### config.mk
export PLATFORM = sky130hd
export DESIGN_NAME = level_monitor_virtual_links
export DESIGN_NICKNAME = d
export VERILOG_FILES = /design/src/rtl/level_monitor_pkg.sv /design/src/rtl/level_monitor_virtual_links.sv /design/src/rtl/virtual_link.sv /design/src/rtl/threshold_monitor.sv
export VERILOG_INCLUDE_DIRS = /design/src /design/src/rtl
export SDC_FILE = /design/constraint.sdc
export NUM_CORES = 2
export LEC_CHECK = 0
export CAP_MARGIN = 15
export CORE_AREA = 5 5 647 649
export CTS_CLUSTER_SIZE = 30
export DETAILED_ROUTE_END_ITERATION = 16
export DIE_AREA = 0 0 652 654
export DONT_BUFFER_PORTS = 1
export PLACE_DENSITY = 0.32
export SLEW_MARGIN = 20
export SYNTH_ARGS = -nofsm -noshare
export SYNTH_HDL_FRONTEND = slang
export SYNTH_SLANG_ARGS = --single-unit
export TNS_END_PERCENT = 30
### constraint.sdc
create_clock -name mclk -period 6.4 [get_ports mclk]
set_input_delay 0.32 -clock mclk [delete_from_list [all_inputs] [get_ports mclk]]
set_output_delay 0.32 -clock mclk [all_outputs]
set_load 0.05 [all_outputs]
### src/rtl/level_monitor_cfg.svh
`ifndef LEVEL_MONITOR_CFG_SVH
`define LEVEL_MONITOR_CFG_SVH

// ****************************************************************
// sizes
// ****************************************************************
`define VALUE_WIDTH 32
`define NUM_LINKS 8
`define NUM_MONITORS 4
`define NUM_QUANTITIES 27
`define QSEL_WIDTH 5
`define FUNC_WIDTH 7
`define NUM_FUNCS 128
`define ORIGIN_WIDTH 7
`define NUM_ORIGINS 128

// ****************************************************************
// selector codes: off and default values, upper limit, modes
// ****************************************************************
`define TARGET_OFF 7'h00
`define ORIGIN_OFF 7'h00
`define QSEL_DEFAULT 5'h01
`define QSEL_MAX 5'h1A
`define BEHAV_HYST 1'b0
`define BEHAV_WINDOW 1'b1
`define HANDLING_ABS 1'b0
`define HANDLING_SIGNED 1'b1

// ****************************************************************
// origin codes for the monitor outputs
// ****************************************************************
`define ORIGIN_MON0 7'h7C

`endif

### src/rtl/level_monitor_pkg.sv
package level_monitor_pkg;

  // comparison behaviour of one monitor
  typedef enum logic {
    BEHAV_HYSTERESIS,
    BEHAV_WINDOW
  } behaviour_t;

  // input handling of one monitor
  typedef enum logic {
    HANDLE_ABSOLUTE,
    HANDLE_SIGNED
  } handling_t;

  // state of a hysteresis monitor
  typedef enum logic {
    MON_LOW,
    MON_HIGH
  } mon_state_t;

endpackage : level_monitor_pkg

### src/rtl/level_monitor_virtual_links.sv
`timescale 1ns/1ps
`include "level_monitor_cfg.svh"

module level_monitor_virtual_links (
  input wire logic mclk, // system clock 100 MHz
  input wire logic rstn, // async reset, active low
  input wire logic [`NUM_QUANTITIES*`VALUE_WIDTH-1:0] quantity_bus, // values
  input wire logic [`NUM_ORIGINS-1:0] status_bus, // output-function statuses
  input wire logic [`NUM_FUNCS-1:0] physical_input_function, // pin funcs
  input wire logic [`NUM_LINKS*`FUNC_WIDTH-1:0] virtual_link_target, // tgt
  input wire logic [`NUM_LINKS*`ORIGIN_WIDTH-1:0] virtual_link_origin, // src
  input wire logic [`NUM_MONITORS*`QSEL_WIDTH-1:0] monitor_input_select, // q
  input wire logic [`NUM_MONITORS*`VALUE_WIDTH-1:0] upper_threshold, // set
  input wire logic [`NUM_MONITORS*`VALUE_WIDTH-1:0] lower_threshold, // rst
  input wire logic [`NUM_MONITORS-1:0] monitor_behaviour_select, // 1 window
  input wire logic [`NUM_MONITORS-1:0] signed_handling_select, // 1 signed
  input wire logic [`ORIGIN_WIDTH-1:0] physical_output_function, // out sel
  output logic [`NUM_FUNCS-1:0] function_active, // combined functions
  output logic [`NUM_MONITORS-1:0] monitor_out, // monitor outputs
  output logic [`NUM_LINKS-1:0] link_level, // virtual link levels
  output logic physical_output_level, // physical output drive
  output logic [`NUM_MONITORS-1:0] select_invalid // code above 26
);

  // ****************************************************************
  // origin set: statuses with monitor outputs spliced in
  // ****************************************************************
  logic [`NUM_ORIGINS-1:0] origin_bus;
  logic [`NUM_FUNCS-1:0] link_drive [`NUM_LINKS];
  logic [`NUM_FUNCS-1:0] link_or;
  logic phys_next;
  logic phys_reg;

  // monitors occupy the top origin codes so links and the physical output can pick them
  always_comb begin
    origin_bus = status_bus;
    for (int m = 0; m < `NUM_MONITORS; m++) begin
      origin_bus[int'(`ORIGIN_MON0) + m] = monitor_out[m];
    end
  end

  // ****************************************************************
  // threshold monitors
  // ****************************************************************
  genvar gm;
  generate
    for (gm = 0; gm < `NUM_MONITORS; gm++) begin : g_mon
      logic [`QSEL_WIDTH-1:0] qsel;
      logic signed [`VALUE_WIDTH-1:0] qval;
      wire sel_bad;
      assign qsel = monitor_input_select[gm*`QSEL_WIDTH +: `QSEL_WIDTH];
      // out of range code reads as zero rather than wrapping
      assign sel_bad = qsel > `QSEL_MAX;
      assign qval = sel_bad ? '0 :
        quantity_bus[qsel*`VALUE_WIDTH +: `VALUE_WIDTH];
      assign select_invalid[gm] = sel_bad;
      // range clamping of thresholds is the setter's job; the datapath
      // accepts the full signed span, covering minus the upper limit
      threshold_monitor u_mon (
        .mclk(mclk),
        .rstn(rstn),
        .value(qval),
        .upper_threshold(upper_threshold[gm*`VALUE_WIDTH +: `VALUE_WIDTH]),
        .lower_threshold(lower_threshold[gm*`VALUE_WIDTH +: `VALUE_WIDTH]),
        .behaviour(level_monitor_pkg::behaviour_t'(
          monitor_behaviour_select[gm])),
        .handling(level_monitor_pkg::handling_t'(
          signed_handling_select[gm])),
        .mon_out(monitor_out[gm])
      );
    end
  endgenerate

  // ****************************************************************
  // virtual links
  // ****************************************************************
  genvar gl;
  generate
    for (gl = 0; gl < `NUM_LINKS; gl++) begin : g_link
      virtual_link u_link (
        .mclk(mclk),
        .rstn(rstn),
        .origin_sel(virtual_link_origin[gl*`ORIGIN_WIDTH +: `ORIGIN_WIDTH]),
        .target_sel(virtual_link_target[gl*`FUNC_WIDTH +: `FUNC_WIDTH]),
        .origin_bus(origin_bus),
        .target_onehot(link_drive[gl]),
        .link_level(link_level[gl])
      );
    end
  endgenerate

  // ****************************************************************
  // function combination and physical output
  // ****************************************************************
  // several links on one function simply OR together as well
  always_comb begin
    link_or = '0;
    for (int l = 0; l < `NUM_LINKS; l++) begin
      link_or = link_or | link_drive[l];
    end
  end

  // slot zero is the off function and never goes active
  always_comb begin
    function_active = link_or | physical_input_function;
    function_active[0] = 1'b0;
  end

  assign phys_next = (physical_output_function == `ORIGIN_OFF) ? 1'b0 :
    origin_bus[physical_output_function];

  // physical output comes from a flop like the link levels
  always_ff @(posedge mclk or negedge rstn) begin
    if (!rstn) begin
      phys_reg <= 1'b0;
    end else begin
      phys_reg <= phys_next;
    end
  end
  assign physical_output_level = phys_reg;

  // ****************************************************************
  // checks
  // ****************************************************************
  // every pin-driven function other than off must show as active
  a_pin_or_link: assert property (@(posedge mclk) disable iff (!rstn)
    (physical_input_function[`NUM_FUNCS-1:1] &
    ~function_active[`NUM_FUNCS-1:1]) == '0)
    else $error("physical input did not reach function");
  a_link_reaches_func: assert property (@(posedge mclk) disable iff (!rstn)
    link_level[0] && virtual_link_target[`FUNC_WIDTH-1:0] == 7'h05
    |-> function_active[5])
    else $error("link did not reach its target function");
  a_monitor_as_origin: assert property (@(posedge mclk) disable iff (!rstn)
    virtual_link_origin[`ORIGIN_WIDTH-1:0] == `ORIGIN_MON0
    ##1 $stable(virtual_link_origin[`ORIGIN_WIDTH-1:0])
    |-> link_level[0] == $past(monitor_out[0]))
    else $error("link did not follow monitor");
  a_phys_follows: assert property (@(posedge mclk) disable iff (!rstn)
    physical_output_function == `ORIGIN_MON0
    |=> physical_output_level == $past(monitor_out[0]))
    else $error("physical output lagging");
  a_off_func_idle: assert property (@(posedge mclk) disable iff (!rstn)
    !function_active[0])
    else $error("off function driven");

  c_link_fires: cover property (@(posedge mclk) disable iff (!rstn)
    $rose(link_level[0]));
  c_both_sources: cover property (@(posedge mclk) disable iff (!rstn)
    |(link_or & physical_input_function));
  c_all_monitors: cover property (@(posedge mclk) disable iff (!rstn)
    &monitor_out);

endmodule : level_monitor_virtual_links

### src/rtl/virtual_link.sv
`timescale 1ns/1ps
`include "level_monitor_cfg.svh"

module virtual_link (
  input wire logic mclk, // system clock
  input wire logic rstn, // async reset, active low
  input wire logic [`ORIGIN_WIDTH-1:0] origin_sel, // origin code
  input wire logic [`FUNC_WIDTH-1:0] target_sel, // target function
  input wire logic [`NUM_ORIGINS-1:0] origin_bus, // internal status
  output logic [`NUM_FUNCS-1:0] target_onehot, // drive of functions
  output logic link_level // registered link level
);

  // ****************************************************************
  // origin pick and target decode
  // ****************************************************************
  logic link_next;
  logic target_live;
  wire origin_off = (origin_sel == `ORIGIN_OFF);
  wire target_off = (target_sel == `TARGET_OFF);

  // off origin is constant inactive
  assign link_next = origin_off ? 1'b0 : origin_bus[origin_sel];
  // off target drives no function at all
  assign target_live = link_level & ~target_off;

  always_comb begin
    target_onehot = '0;
    target_onehot[target_sel] = target_live;
  end

  // registered so a link loop settles one cycle per pass
  always_ff @(posedge mclk or negedge rstn) begin
    if (!rstn) begin
      link_level <= 1'b0;
    end else begin
      link_level <= link_next;
    end
  end

  a_off_origin_low: assert property (@(posedge mclk) disable iff (!rstn)
    $past(origin_off) |-> !link_level)
    else $error("link active with origin off");

endmodule : virtual_link

### src/rtl/threshold_monitor.sv
`timescale 1ns/1ps
`include "level_monitor_cfg.svh"

module threshold_monitor (
  input wire logic mclk, // system clock
  input wire logic rstn, // async reset, active low
  input wire logic signed [`VALUE_WIDTH-1:0] value, // selected quantity
  input wire logic signed [`VALUE_WIDTH-1:0] upper_threshold, // set level
  input wire logic signed [`VALUE_WIDTH-1:0] lower_threshold, // reset lvl
  input wire level_monitor_pkg::behaviour_t behaviour, // hyst or window
  input wire level_monitor_pkg::handling_t handling, // abs or signed
  output logic mon_out // monitor output
);

  // ****************************************************************
  // value conditioning and comparison
  // ****************************************************************
  logic signed [`VALUE_WIDTH:0] cmp_val;
  logic signed [`VALUE_WIDTH:0] up_ext;
  logic signed [`VALUE_WIDTH:0] lo_ext;
  logic above_upper;
  logic below_lower;
  logic inside_band;
  logic mon_next;
  logic latch_mode;

  // one extra bit so the magnitude of the most negative value fits
  assign cmp_val = (handling == level_monitor_pkg::HANDLE_SIGNED) ?
    {value[`VALUE_WIDTH-1], value} :
    (value[`VALUE_WIDTH-1] ? -{value[`VALUE_WIDTH-1], value} :
    {1'b0, value});
  assign up_ext = {upper_threshold[`VALUE_WIDTH-1], upper_threshold};
  assign lo_ext = {lower_threshold[`VALUE_WIDTH-1], lower_threshold};
  // equality is not a crossing
  assign above_upper = cmp_val > up_ext;
  assign below_lower = cmp_val < lo_ext;
  // band is the span between the two levels, whichever is higher
  assign inside_band = (up_ext >= lo_ext) ?
    (cmp_val > lo_ext) && (cmp_val < up_ext) :
    (cmp_val > up_ext) && (cmp_val < lo_ext);

  // lower above upper: a plain reset would still fire below the upper
  // level, so the reset is cut off there and a set output stays latched
  assign latch_mode = lo_ext > up_ext;

  // set wins over reset; in latch mode only a reset of the block clears
  always_comb begin
    if (behaviour == level_monitor_pkg::BEHAV_WINDOW) begin
      mon_next = inside_band;
    end else if (above_upper) begin
      mon_next = 1'b1;
    end else if (below_lower && !latch_mode) begin
      mon_next = 1'b0;
    end else begin
      mon_next = mon_out;
    end
  end

  // evaluated every cycle
  always_ff @(posedge mclk or negedge rstn) begin
    if (!rstn) begin
      mon_out <= 1'b0;
    end else begin
      mon_out <= mon_next;
    end
  end

  a_hyst_set_high: assert property (@(posedge mclk) disable iff (!rstn)
    (behaviour == level_monitor_pkg::BEHAV_HYSTERESIS) && above_upper
    |=> mon_out)
    else $error("hysteresis not set above upper");
  a_hyst_reset_low: assert property (@(posedge mclk) disable iff (!rstn)
    (behaviour == level_monitor_pkg::BEHAV_HYSTERESIS) && below_lower
    && !above_upper && !latch_mode |=> !mon_out)
    else $error("hysteresis not reset below lower");
  a_latch_holds: assert property (@(posedge mclk) disable iff (!rstn)
    (behaviour == level_monitor_pkg::BEHAV_HYSTERESIS) && latch_mode
    && mon_out |=> mon_out)
    else $error("latched output dropped");
  a_hyst_hold_state: assert property (@(posedge mclk) disable iff (!rstn)
    (behaviour == level_monitor_pkg::BEHAV_HYSTERESIS) && !below_lower
    && !above_upper |=> $stable(mon_out))
    else $error("hysteresis changed between levels");
  a_window_follow: assert property (@(posedge mclk) disable iff (!rstn)
    (behaviour == level_monitor_pkg::BEHAV_WINDOW) |=>
    mon_out == $past(inside_band))
    else $error("window output not band membership");
  a_equal_no_set: assert property (@(posedge mclk) disable iff (!rstn)
    (behaviour == level_monitor_pkg::BEHAV_HYSTERESIS) && !mon_out
    && cmp_val == up_ext |=> !mon_out)
    else $error("set on equality");

  c_hyst_rise: cover property (@(posedge mclk) disable iff (!rstn)
    (behaviour == level_monitor_pkg::BEHAV_HYSTERESIS) && $rose(mon_out));
  c_window_in: cover property (@(posedge mclk) disable iff (!rstn)
    (behaviour == level_monitor_pkg::BEHAV_WINDOW) && $rose(mon_out));

endmodule : threshold_monitor

Word-level counts from Yosys, hierarchy flattened
Cells that the tools add are included.
{"block": "word_totals", "regBits": 13, "input_bits": 1525, "output_inout_bits": 145, "elab_cells": 222}
{"block": "classes", "addsub": 4, "n_lt_le_gt_ge": 53, "n_shift": 4, "muxes": 71, "bitwise_logic": 32, "reduce_logical": 45}
{"op": "864-bit by 11-bit indexed part select with 32-bit output", "n": 4}
{"op": "128-bit AND", "n": 8}
{"op": "128-bit bitwise OR", "n": 8}
{"op": "33-bit by 32-bit > comparator with 1-bit output", "n": 8}
{"op": "33-bit by 32-bit less-than comparator with 1-bit output", "n": 8}
{"op": "33-bit two-way mux", "n": 8}
{"op": "7-bit by 8-bit less-than comparator with 1-bit output, second input constant", "n": 17}
{"op": "33-bit negator", "n": 4}
{"op": "32-bit greater-or-equal comparator", "n": 4}
{"op": "32-bit > comparator", "n": 4}
{"op": "32-bit two-way mux", "n": 4}
{"op": "7-bit logical NOT", "n": 17}
{"op": "1-bit binary-select mux with 7-bit select", "n": 9}
{"op": "1-bit demux with 7-bit select", "n": 8}
{"op": "7-bit by 1-bit greater-or-equal comparator with 1-bit output, second input constant", "n": 8}
{"op": "1-bit two-way mux", "n": 42}
{"op": "5-bit > comparator, second input constant", "n": 4}
{"op": "1-bit logical AND", "n": 20}
{"op": "3-bit nonzero test", "n": 4}
{"op": "1-bit AND", "n": 8}
{"op": "1-bit inverter", "n": 8}
{"op": "1-bit logical NOT", "n": 4}

Depth between registers and ports, before layout
{"block": "depth", "word_depth": 13, "mapped_depth": 26, "depth_no_buf": 21}

Hierarchy
From an unflattened synthesis, not the netlist that was laid out.
{"block": "hier_totals", "hier_cells": 6846, "hier_area_um2": 60030.1}
{"module": "level_monitor_virtual_links", "n_inst": 1, "cells_each": 2912, "area_per_inst_um2": 32075.8, "seq_area_each_um2": 25.0}
{"module": "virtual_link at g_link[0].u_link ...", "n_inst": 7, "cells_each": 279, "area_per_inst_um2": 1921.8, "seq_area_each_um2": 25.0}
{"module": "threshold_monitor", "n_inst": 4, "cells_each": 429, "area_per_inst_um2": 3144.3, "seq_area_each_um2": 25.0}
{"module": "virtual_link at g_link[7].u_link", "n_inst": 1, "cells_each": 265, "area_per_inst_um2": 1924.3, "seq_area_each_um2": 25.0}

Worst setup path after synthesis
OpenSTA, ideal clock, no wires.
{"block": "synth_timing", "kind": "in2reg", "startpoint": "in monitor_input_select[15]", "endpoint": "reg g_mon[3].u_mon.mon_out", "setup_ns": 0.087, "arrival_time_ns": 5.011, "required_time_ns": 6.313, "slack_ns": 1.303, "stages": 23, "path_buffers": 5, "path_cell_list": "buf_4 -> buf_6 -> buf_4 -> buf_4 -> buf_2 -> mux2i_1 -> a22oi_1 -> nand3_1 -> nand4_1 -> nor4_1 -> nand3_1 -> nor3_2 -> a41oi_1 -> xnor2_1 -> ha_1 -> nand4_1 -> or2_2 -> or4_1 -> a31oi_1 -> nor4_1 -> a31o_2 -> or3_1 -> o211ai_1"}
{"block": "synth_between", "elab_chain_cells": 9, "elab_cells_between_ends": 17, "classes_between": "1 x add/sub; 5 x order compare; 1 x shift; 6 x mux; 4 x reduce/logical"}
{"item": "start, declared", "line_no": "level_monitor_virtual_links.sv:12", "rtl": "input wire logic [`NUM_MONITORS*`QSEL_WIDTH-1:0] monitor_input_select,"}
{"item": "864-bit by 11-bit indexed part select with 32-bit output / 5-bit > comparator (equally long branches)"}
{"item": "32-bit two-way mux *", "line_no": "level_monitor_virtual_links.sv:54", "rtl": "assign qval = sel_bad ? '0 :"}
{"item": "33-bit negator", "line_no": "threshold_monitor.sv:30", "rtl": "(value[`VALUE_WIDTH-1] ? -{value[`VALUE_WIDTH-1], value} :"}
{"item": "33-bit two-way mux", "line_no": "threshold_monitor.sv:30"}
{"item": "33-bit two-way mux *", "line_no": "threshold_monitor.sv:28", "rtl": "assign cmp_val = (handling == level_monitor_pkg::HANDLE_SIGNED) ?"}
{"item": "33-bit by 32-bit > comparator with 1-bit output (tied with other cells)", "line_no": "threshold_monitor.sv:35, threshold_monitor.sv:40"}
{"item": "1-bit logical AND, on equally long branches", "line_no": "threshold_monitor.sv:40, threshold_monitor.sv:39"}
{"item": "1-bit two-way mux", "line_no": "threshold_monitor.sv:38", "rtl": "assign inside_band = (up_ext >= lo_ext) ?"}
{"item": "1-bit two-way mux", "line_no": "threshold_monitor.sv:48", "rtl": "if (behaviour == level_monitor_pkg::BEHAV_WINDOW) begin"}
{"item": "end signal, assigned", "line_no": "threshold_monitor.sv:64", "rtl": "mon_out <= mon_next;"}
{"item": "end, declared", "line_no": "threshold_monitor.sv:12", "rtl": "output logic mon_out"}
Every way passes the cells marked *; elsewhere a longest branch is shown, timed or not.
A chain may end at the register's enable or synchronous reset.

Final worst setup path
{"block": "layout_timing", "startpoint": "in monitor_input_select[10]", "endpoint": "reg g_mon[2].u_mon.mon_out"}
{"block": "layout_between", "elab_chain_cells": 9, "elab_cells_between_ends": 17, "classes_between": "1 x add/sub; 5 x order compare; 1 x shift; 6 x mux; 4 x reduce/logical"}
{"item": "864-bit by 11-bit indexed part select with 32-bit output / 5-bit > comparator (equally long branches)"}
{"item": "32-bit two-way mux *", "line_no": "level_monitor_virtual_links.sv:54"}
{"item": "33-bit negator", "line_no": "threshold_monitor.sv:30"}
{"item": "33-bit two-way mux", "line_no": "threshold_monitor.sv:30"}
{"item": "33-bit two-way mux *", "line_no": "threshold_monitor.sv:28"}
{"item": "33-bit by 32-bit > comparator with 1-bit output (tied with other cells)", "line_no": "threshold_monitor.sv:35, threshold_monitor.sv:40"}
{"item": "1-bit logical AND, on equally long branches", "line_no": "threshold_monitor.sv:40, threshold_monitor.sv:39"}
{"item": "1-bit two-way mux", "line_no": "threshold_monitor.sv:38"}
{"item": "1-bit two-way mux", "line_no": "threshold_monitor.sv:48"}
{"item": "end signal, assigned", "line_no": "threshold_monitor.sv:64"}
{"item": "end, declared", "line_no": "threshold_monitor.sv:12"}
Marked as above.

==> results.py <==
metrics = {
    "outcome": {
        "outcome": "complete, but fails checks",
        "violations": "max-slew violations, negative setup slack",
    },
    "placement": {
        "place_hpwl_um": 493000,
        "placed_area_um2": 64200,
        "gp_congestion": 1.01,
        "numPortBuffers": 0,
    },
    "min_path": {
        "min-delay-start": "virtual_link_origin[41]",
        "hold_path_depth": 1,
        "hold_path_class": "in2reg",
        "whs_endpoint": "g_link[5].u_link.link_level",
    },
    "die": {
        "fp-row-count": 236,
        "pin_count": 1670,
        "fp.dieH_um": 654,
        "die_w_um": 652,
        "die_area_um2": 426000,
        "coreArea_um2": 412000,
        "initial_core_util_pct": 13.9,
    },
    "sta": {
        "finalSetupViolations": 1,
        "period_minus_slack_ns": 6.77,
        "rsz0062_at_grt": "no",
        "tightest_slew_ns": 2.47,
        "setup_tns_ns": -0.372,
        "slew_headroom_pct": -64.9,
        "setup_slack_ns": -0.372,
        "clock_skew_ns": 0.0418,
        "finalCritPeriodShare_pct": 106,
        "fmax_mhz": 148,
        "maxSlewViolCount": 126,
        "final-hold-violation-count": 0,
    },
    "critical_path": {
        "worstPathCellList": "mux4_2 > nand2_1 > nand2_1 > o21ai_1 > and4_1 > and4b_1 > nor2b_1 > nor2_1 > xnor2_1 > ha_1 > nand4_1 > or4_1 > o21ai_0 > a31oi_1 > o211ai_1 > mux2_2 > a211o_1 > o211ai_1",
        "critPathMaxStageDelay_ns": 1.03,
        "cp-start-kind": "input port",
        "reg2reg_to": "g_link[7].u_link.link_level",
        "crit_buf_inv": 0,
        "crit_path_top_delay_cell": "mux4_2",
        "critical_path_class": "in2reg",
        "reg2reg_from": "g_mon[3].u_mon.mon_out",
        "critPathTopFamily": "simple AND/OR/NAND/NOR gates",
        "r2r_cells": 4,
        "r2r_slack_ns": 3.36,
        "arrival_ns": 7.00,
        "crit_path_end_kind": "flop",
        "cp_max_fo": 226,
        "worstPathRequired_ns": 6.63,
    },
    "yosys": {
        "ys_async_sr_fraction_pct": 100,
        "synth_edf_count": 0,
        "ys_ff_latch": 13,
        "synthCells": 6139,
        "yosysTopAreaCellShare_pct": 40.9,
        "yosys_warnings": 0,
        "synth.area.top_cells": "mux4_2, ha_1, mux2i_1",
        "yosysUniqueCellTypes": 93,
        "syn_area_um2": 57400,
        "yosys.area.top_type": "mux4_2",
        "syn_nets": 8060,
        "ys.flop_type": "dfrtp_1",
        "synth_area_per_cell_um2": 9.35,
        "yosysSeqAreaShare_pct": 0.567,
    },
    "power_and_ir_drop": {
        "pwr-share-comb_pct": 93.1,
        "p_leak_nw": 21.8,
        "pwr-share-seq_pct": 3.7,
        "cellPowerDensity_nw_per_um2": 100,
        "power.total_w": 0.00654,
        "p_sw_w": 0.00376,
        "switching_share_pct": 57.5,
        "internal-power_w": 0.00278,
        "ir_worst_vdd_mv": 0.113,
        "clkPwrFrac_pct": 3.2,
    },
    "cts": {
        "cts.clk_slew.worst_paths_ns": 0.14,
        "post_cts_buffers": 0,
        "cts_tree": "yes",
        "clock-root-buffer": "clkbuf_16",
        "clk_latency_ns": 0.34,
        "h-tree-depth": 1,
        "numCtsBuffers": 3,
        "cts.path.max_buffers": 2,
        "cts_sinks": 13,
    },
    "global_routing": {
        "grt_pass1_wl_um": 743000,
        "grt_max_degree": 277,
        "antenna_found_initial": 254,
        "grt_pass1_vias": 62800,
        "grt.overflow.total": 0,
        "grt_usage_pct": 26.5,
    },
    "finish": {
        "final_design_area_no_fill_um2": 65200,
        "nFillCells": 46300,
        "multiInputGateArea_um2": 53500,
        "regArea_um2": 328,
        "final_nets": 7809,
        "drive_above_1_share_pct": 25.9,
        "synthToLayoutAreaGrowth_pct": 13.6,
    },
    "detailed_routing": {
        "drcViolationCount": 0,
        "route.vias.total": 67700,
        "viasPerCell": 5.79,
        "wl_per_cell_um": 51.4,
        "wirelength_um": 600000,
        "ant_nets": 0,
        "dr.pass1.iters": 9,
        "drt_first_iter_violations": 9851,
    },
    "job": {
        "max-cap-violations": 0,
    },
}
[registers in the layout, indices dropped and copies added, names as in the netlist]
| register | flops |
|---|---|
| g_link.u_link.link_level | 8 |
| g_mon.u_mon.mon_out | 4 |
| physical_output_level | 1 |
[synthesized netlist by cell type, drive strengths merged, types with 11 or more instances]
cell,instances
mux4,1043
mux2i,466
nand2,442
o22ai,441
ha,396
nor2,371
a21oi,295
inv,289
clkbuf,279
buf,278
o21ai,238
nand3,156
nor3,114
o221ai,98
nor2b,95
nand4,88
xnor2,80
a22oi,75
a31oi,66
a2bb2oi,65
nor4,57
a21o,53
o211ai,51
mux2,49
a211oi,40
xor2,37
a221oi,36
and3,34
nand2b,30
or3,30
a22o,25
nand3b,24
o22a,24
nor3b,21
or2,21
o2bb2ai,20
or3b,20
and2,18
or4,17
a2111oi,16
a211o,13
dfrtp,13
o31ai,13
and3b,11
[timing repair]
action | in CTS | in global routing
hold buffers | 2 | 0
endpoints found under the hold margin | 13 | 0
gates resized for setup | 0 | 1
setup endpoints to repair | 0 | 2
[per-layer routing]
layer	part of all wire, %	global-route usage, %
met1	35	29.6
met2	45	41.9
met3	12	10.7
met4	7.7	16.8
met5	0.094	0
[power groups by stage]
stage,clock (W),sequential [W],combinational [W]
after floorplan,0,0.000132,0.00412
after global placement,0,0.000248,0.00592
after detailed placement,0,0.000249,0.00592
after CTS,0.000232,0.000247,0.00596
after global routing,0.000224,0.000244,0.00636
final,0.000211,0.000242,0.00609
[worst max-delay path by stage]
| stage | from | to | slack, ns | cells past startpoint |
|---|---|---|---|---|
| 3_3_place_gp | monitor_input_select[18] | g_mon[3].u_mon.mon_out | -0.62 | 21 |
| 5_1_grt | monitor_input_select[10] | g_mon[2].u_mon.mon_out | 0.004 | 20 |
| 4_1_cts | monitor_input_select[18] | g_mon[3].u_mon.mon_out | 0.26 | 21 |
| 2_1_floorplan | monitor_input_select[15] | g_mon[3].u_mon.mon_out | 1.30 | 23 |
| 3_5_place_dp | monitor_input_select[18] | g_mon[3].u_mon.mon_out | -0.11 | 21 |
| 6_report | monitor_input_select[10] | g_mon[2].u_mon.mon_out | -0.37 | 18 |
[kinds of logic after synthesis]
family | Yosys count | share of synthesized area [%]
XOR/XNOR | 117 | 1.78
flip-flops | 13 | 0.567
AND/OR/NAND/NOR | 1566 | 13.4
buffers and inverters | 846 | 6.70
multiplexers | 1558 | 50.0
AO/OA/AOI/OAI | 1642 | 18.9
adder cells (fa/ha/maj) | 396 | 8.63
other | 1 | 0.00653
[per-stage QoR]
step | hold WS, ns | instances | worst slack, ns | util, %
after global routing | 0.0697 | 11600 | 0.00387 | 15.8
after detailed placement | 0.0257 | 11400 | -0.106 | 15.6
after global placement | 0.0255 | 11300 | -0.621 | 15.6
after CTS | 0.0555 | 11400 | 0.259 | 15.6
final | 0.0694 | 11700 | -0.372 | 15.8
after floorplan | 0.0244 | 6139 | 1.30 | -
[layout by cell type, fill, tap and decap left out, drive strengths merged, types with 20 or more instances in the layout]
cell     count
nor3       114
inv        289
nor2b       95
or3b        20
or3         30
a21oi      295
o211ai      51
and3        34
a31oi       66
nand2      442
or2         21
nand4       88
nor4        57
xnor2       80
buf        298
o221ai      98
nand2b      30
ha         396
a2bb2oi     65
o21ai      238
diode      315
nor2       371
nor3b       21
o22ai      441
mux4      1043
a211oi      40
nand3      156
a221oi      36
o22a        24
nand3b      24
a22oi       75
a22o        25
mux2i      466
xor2        37
a21o        53
mux2        49
o2bb2ai     20
[worst reg2reg max path, delay by kind of cell, from the launching register on]
family	cells	cell delay, ns
DFF	1	0.83
muxes	4	2.09
[final cells by class]
type	count	area share, %
Antenna cell	315	1.21
Clock buffer	4	0.121
Inverter	289	1.66
Multi-Input combinational cell	5280	82.1
Sequential cell	13	0.503
Tap cell	5474	10.5
Timing Repair Buffer	301	3.90
Power figures use the tool's default switching activity.
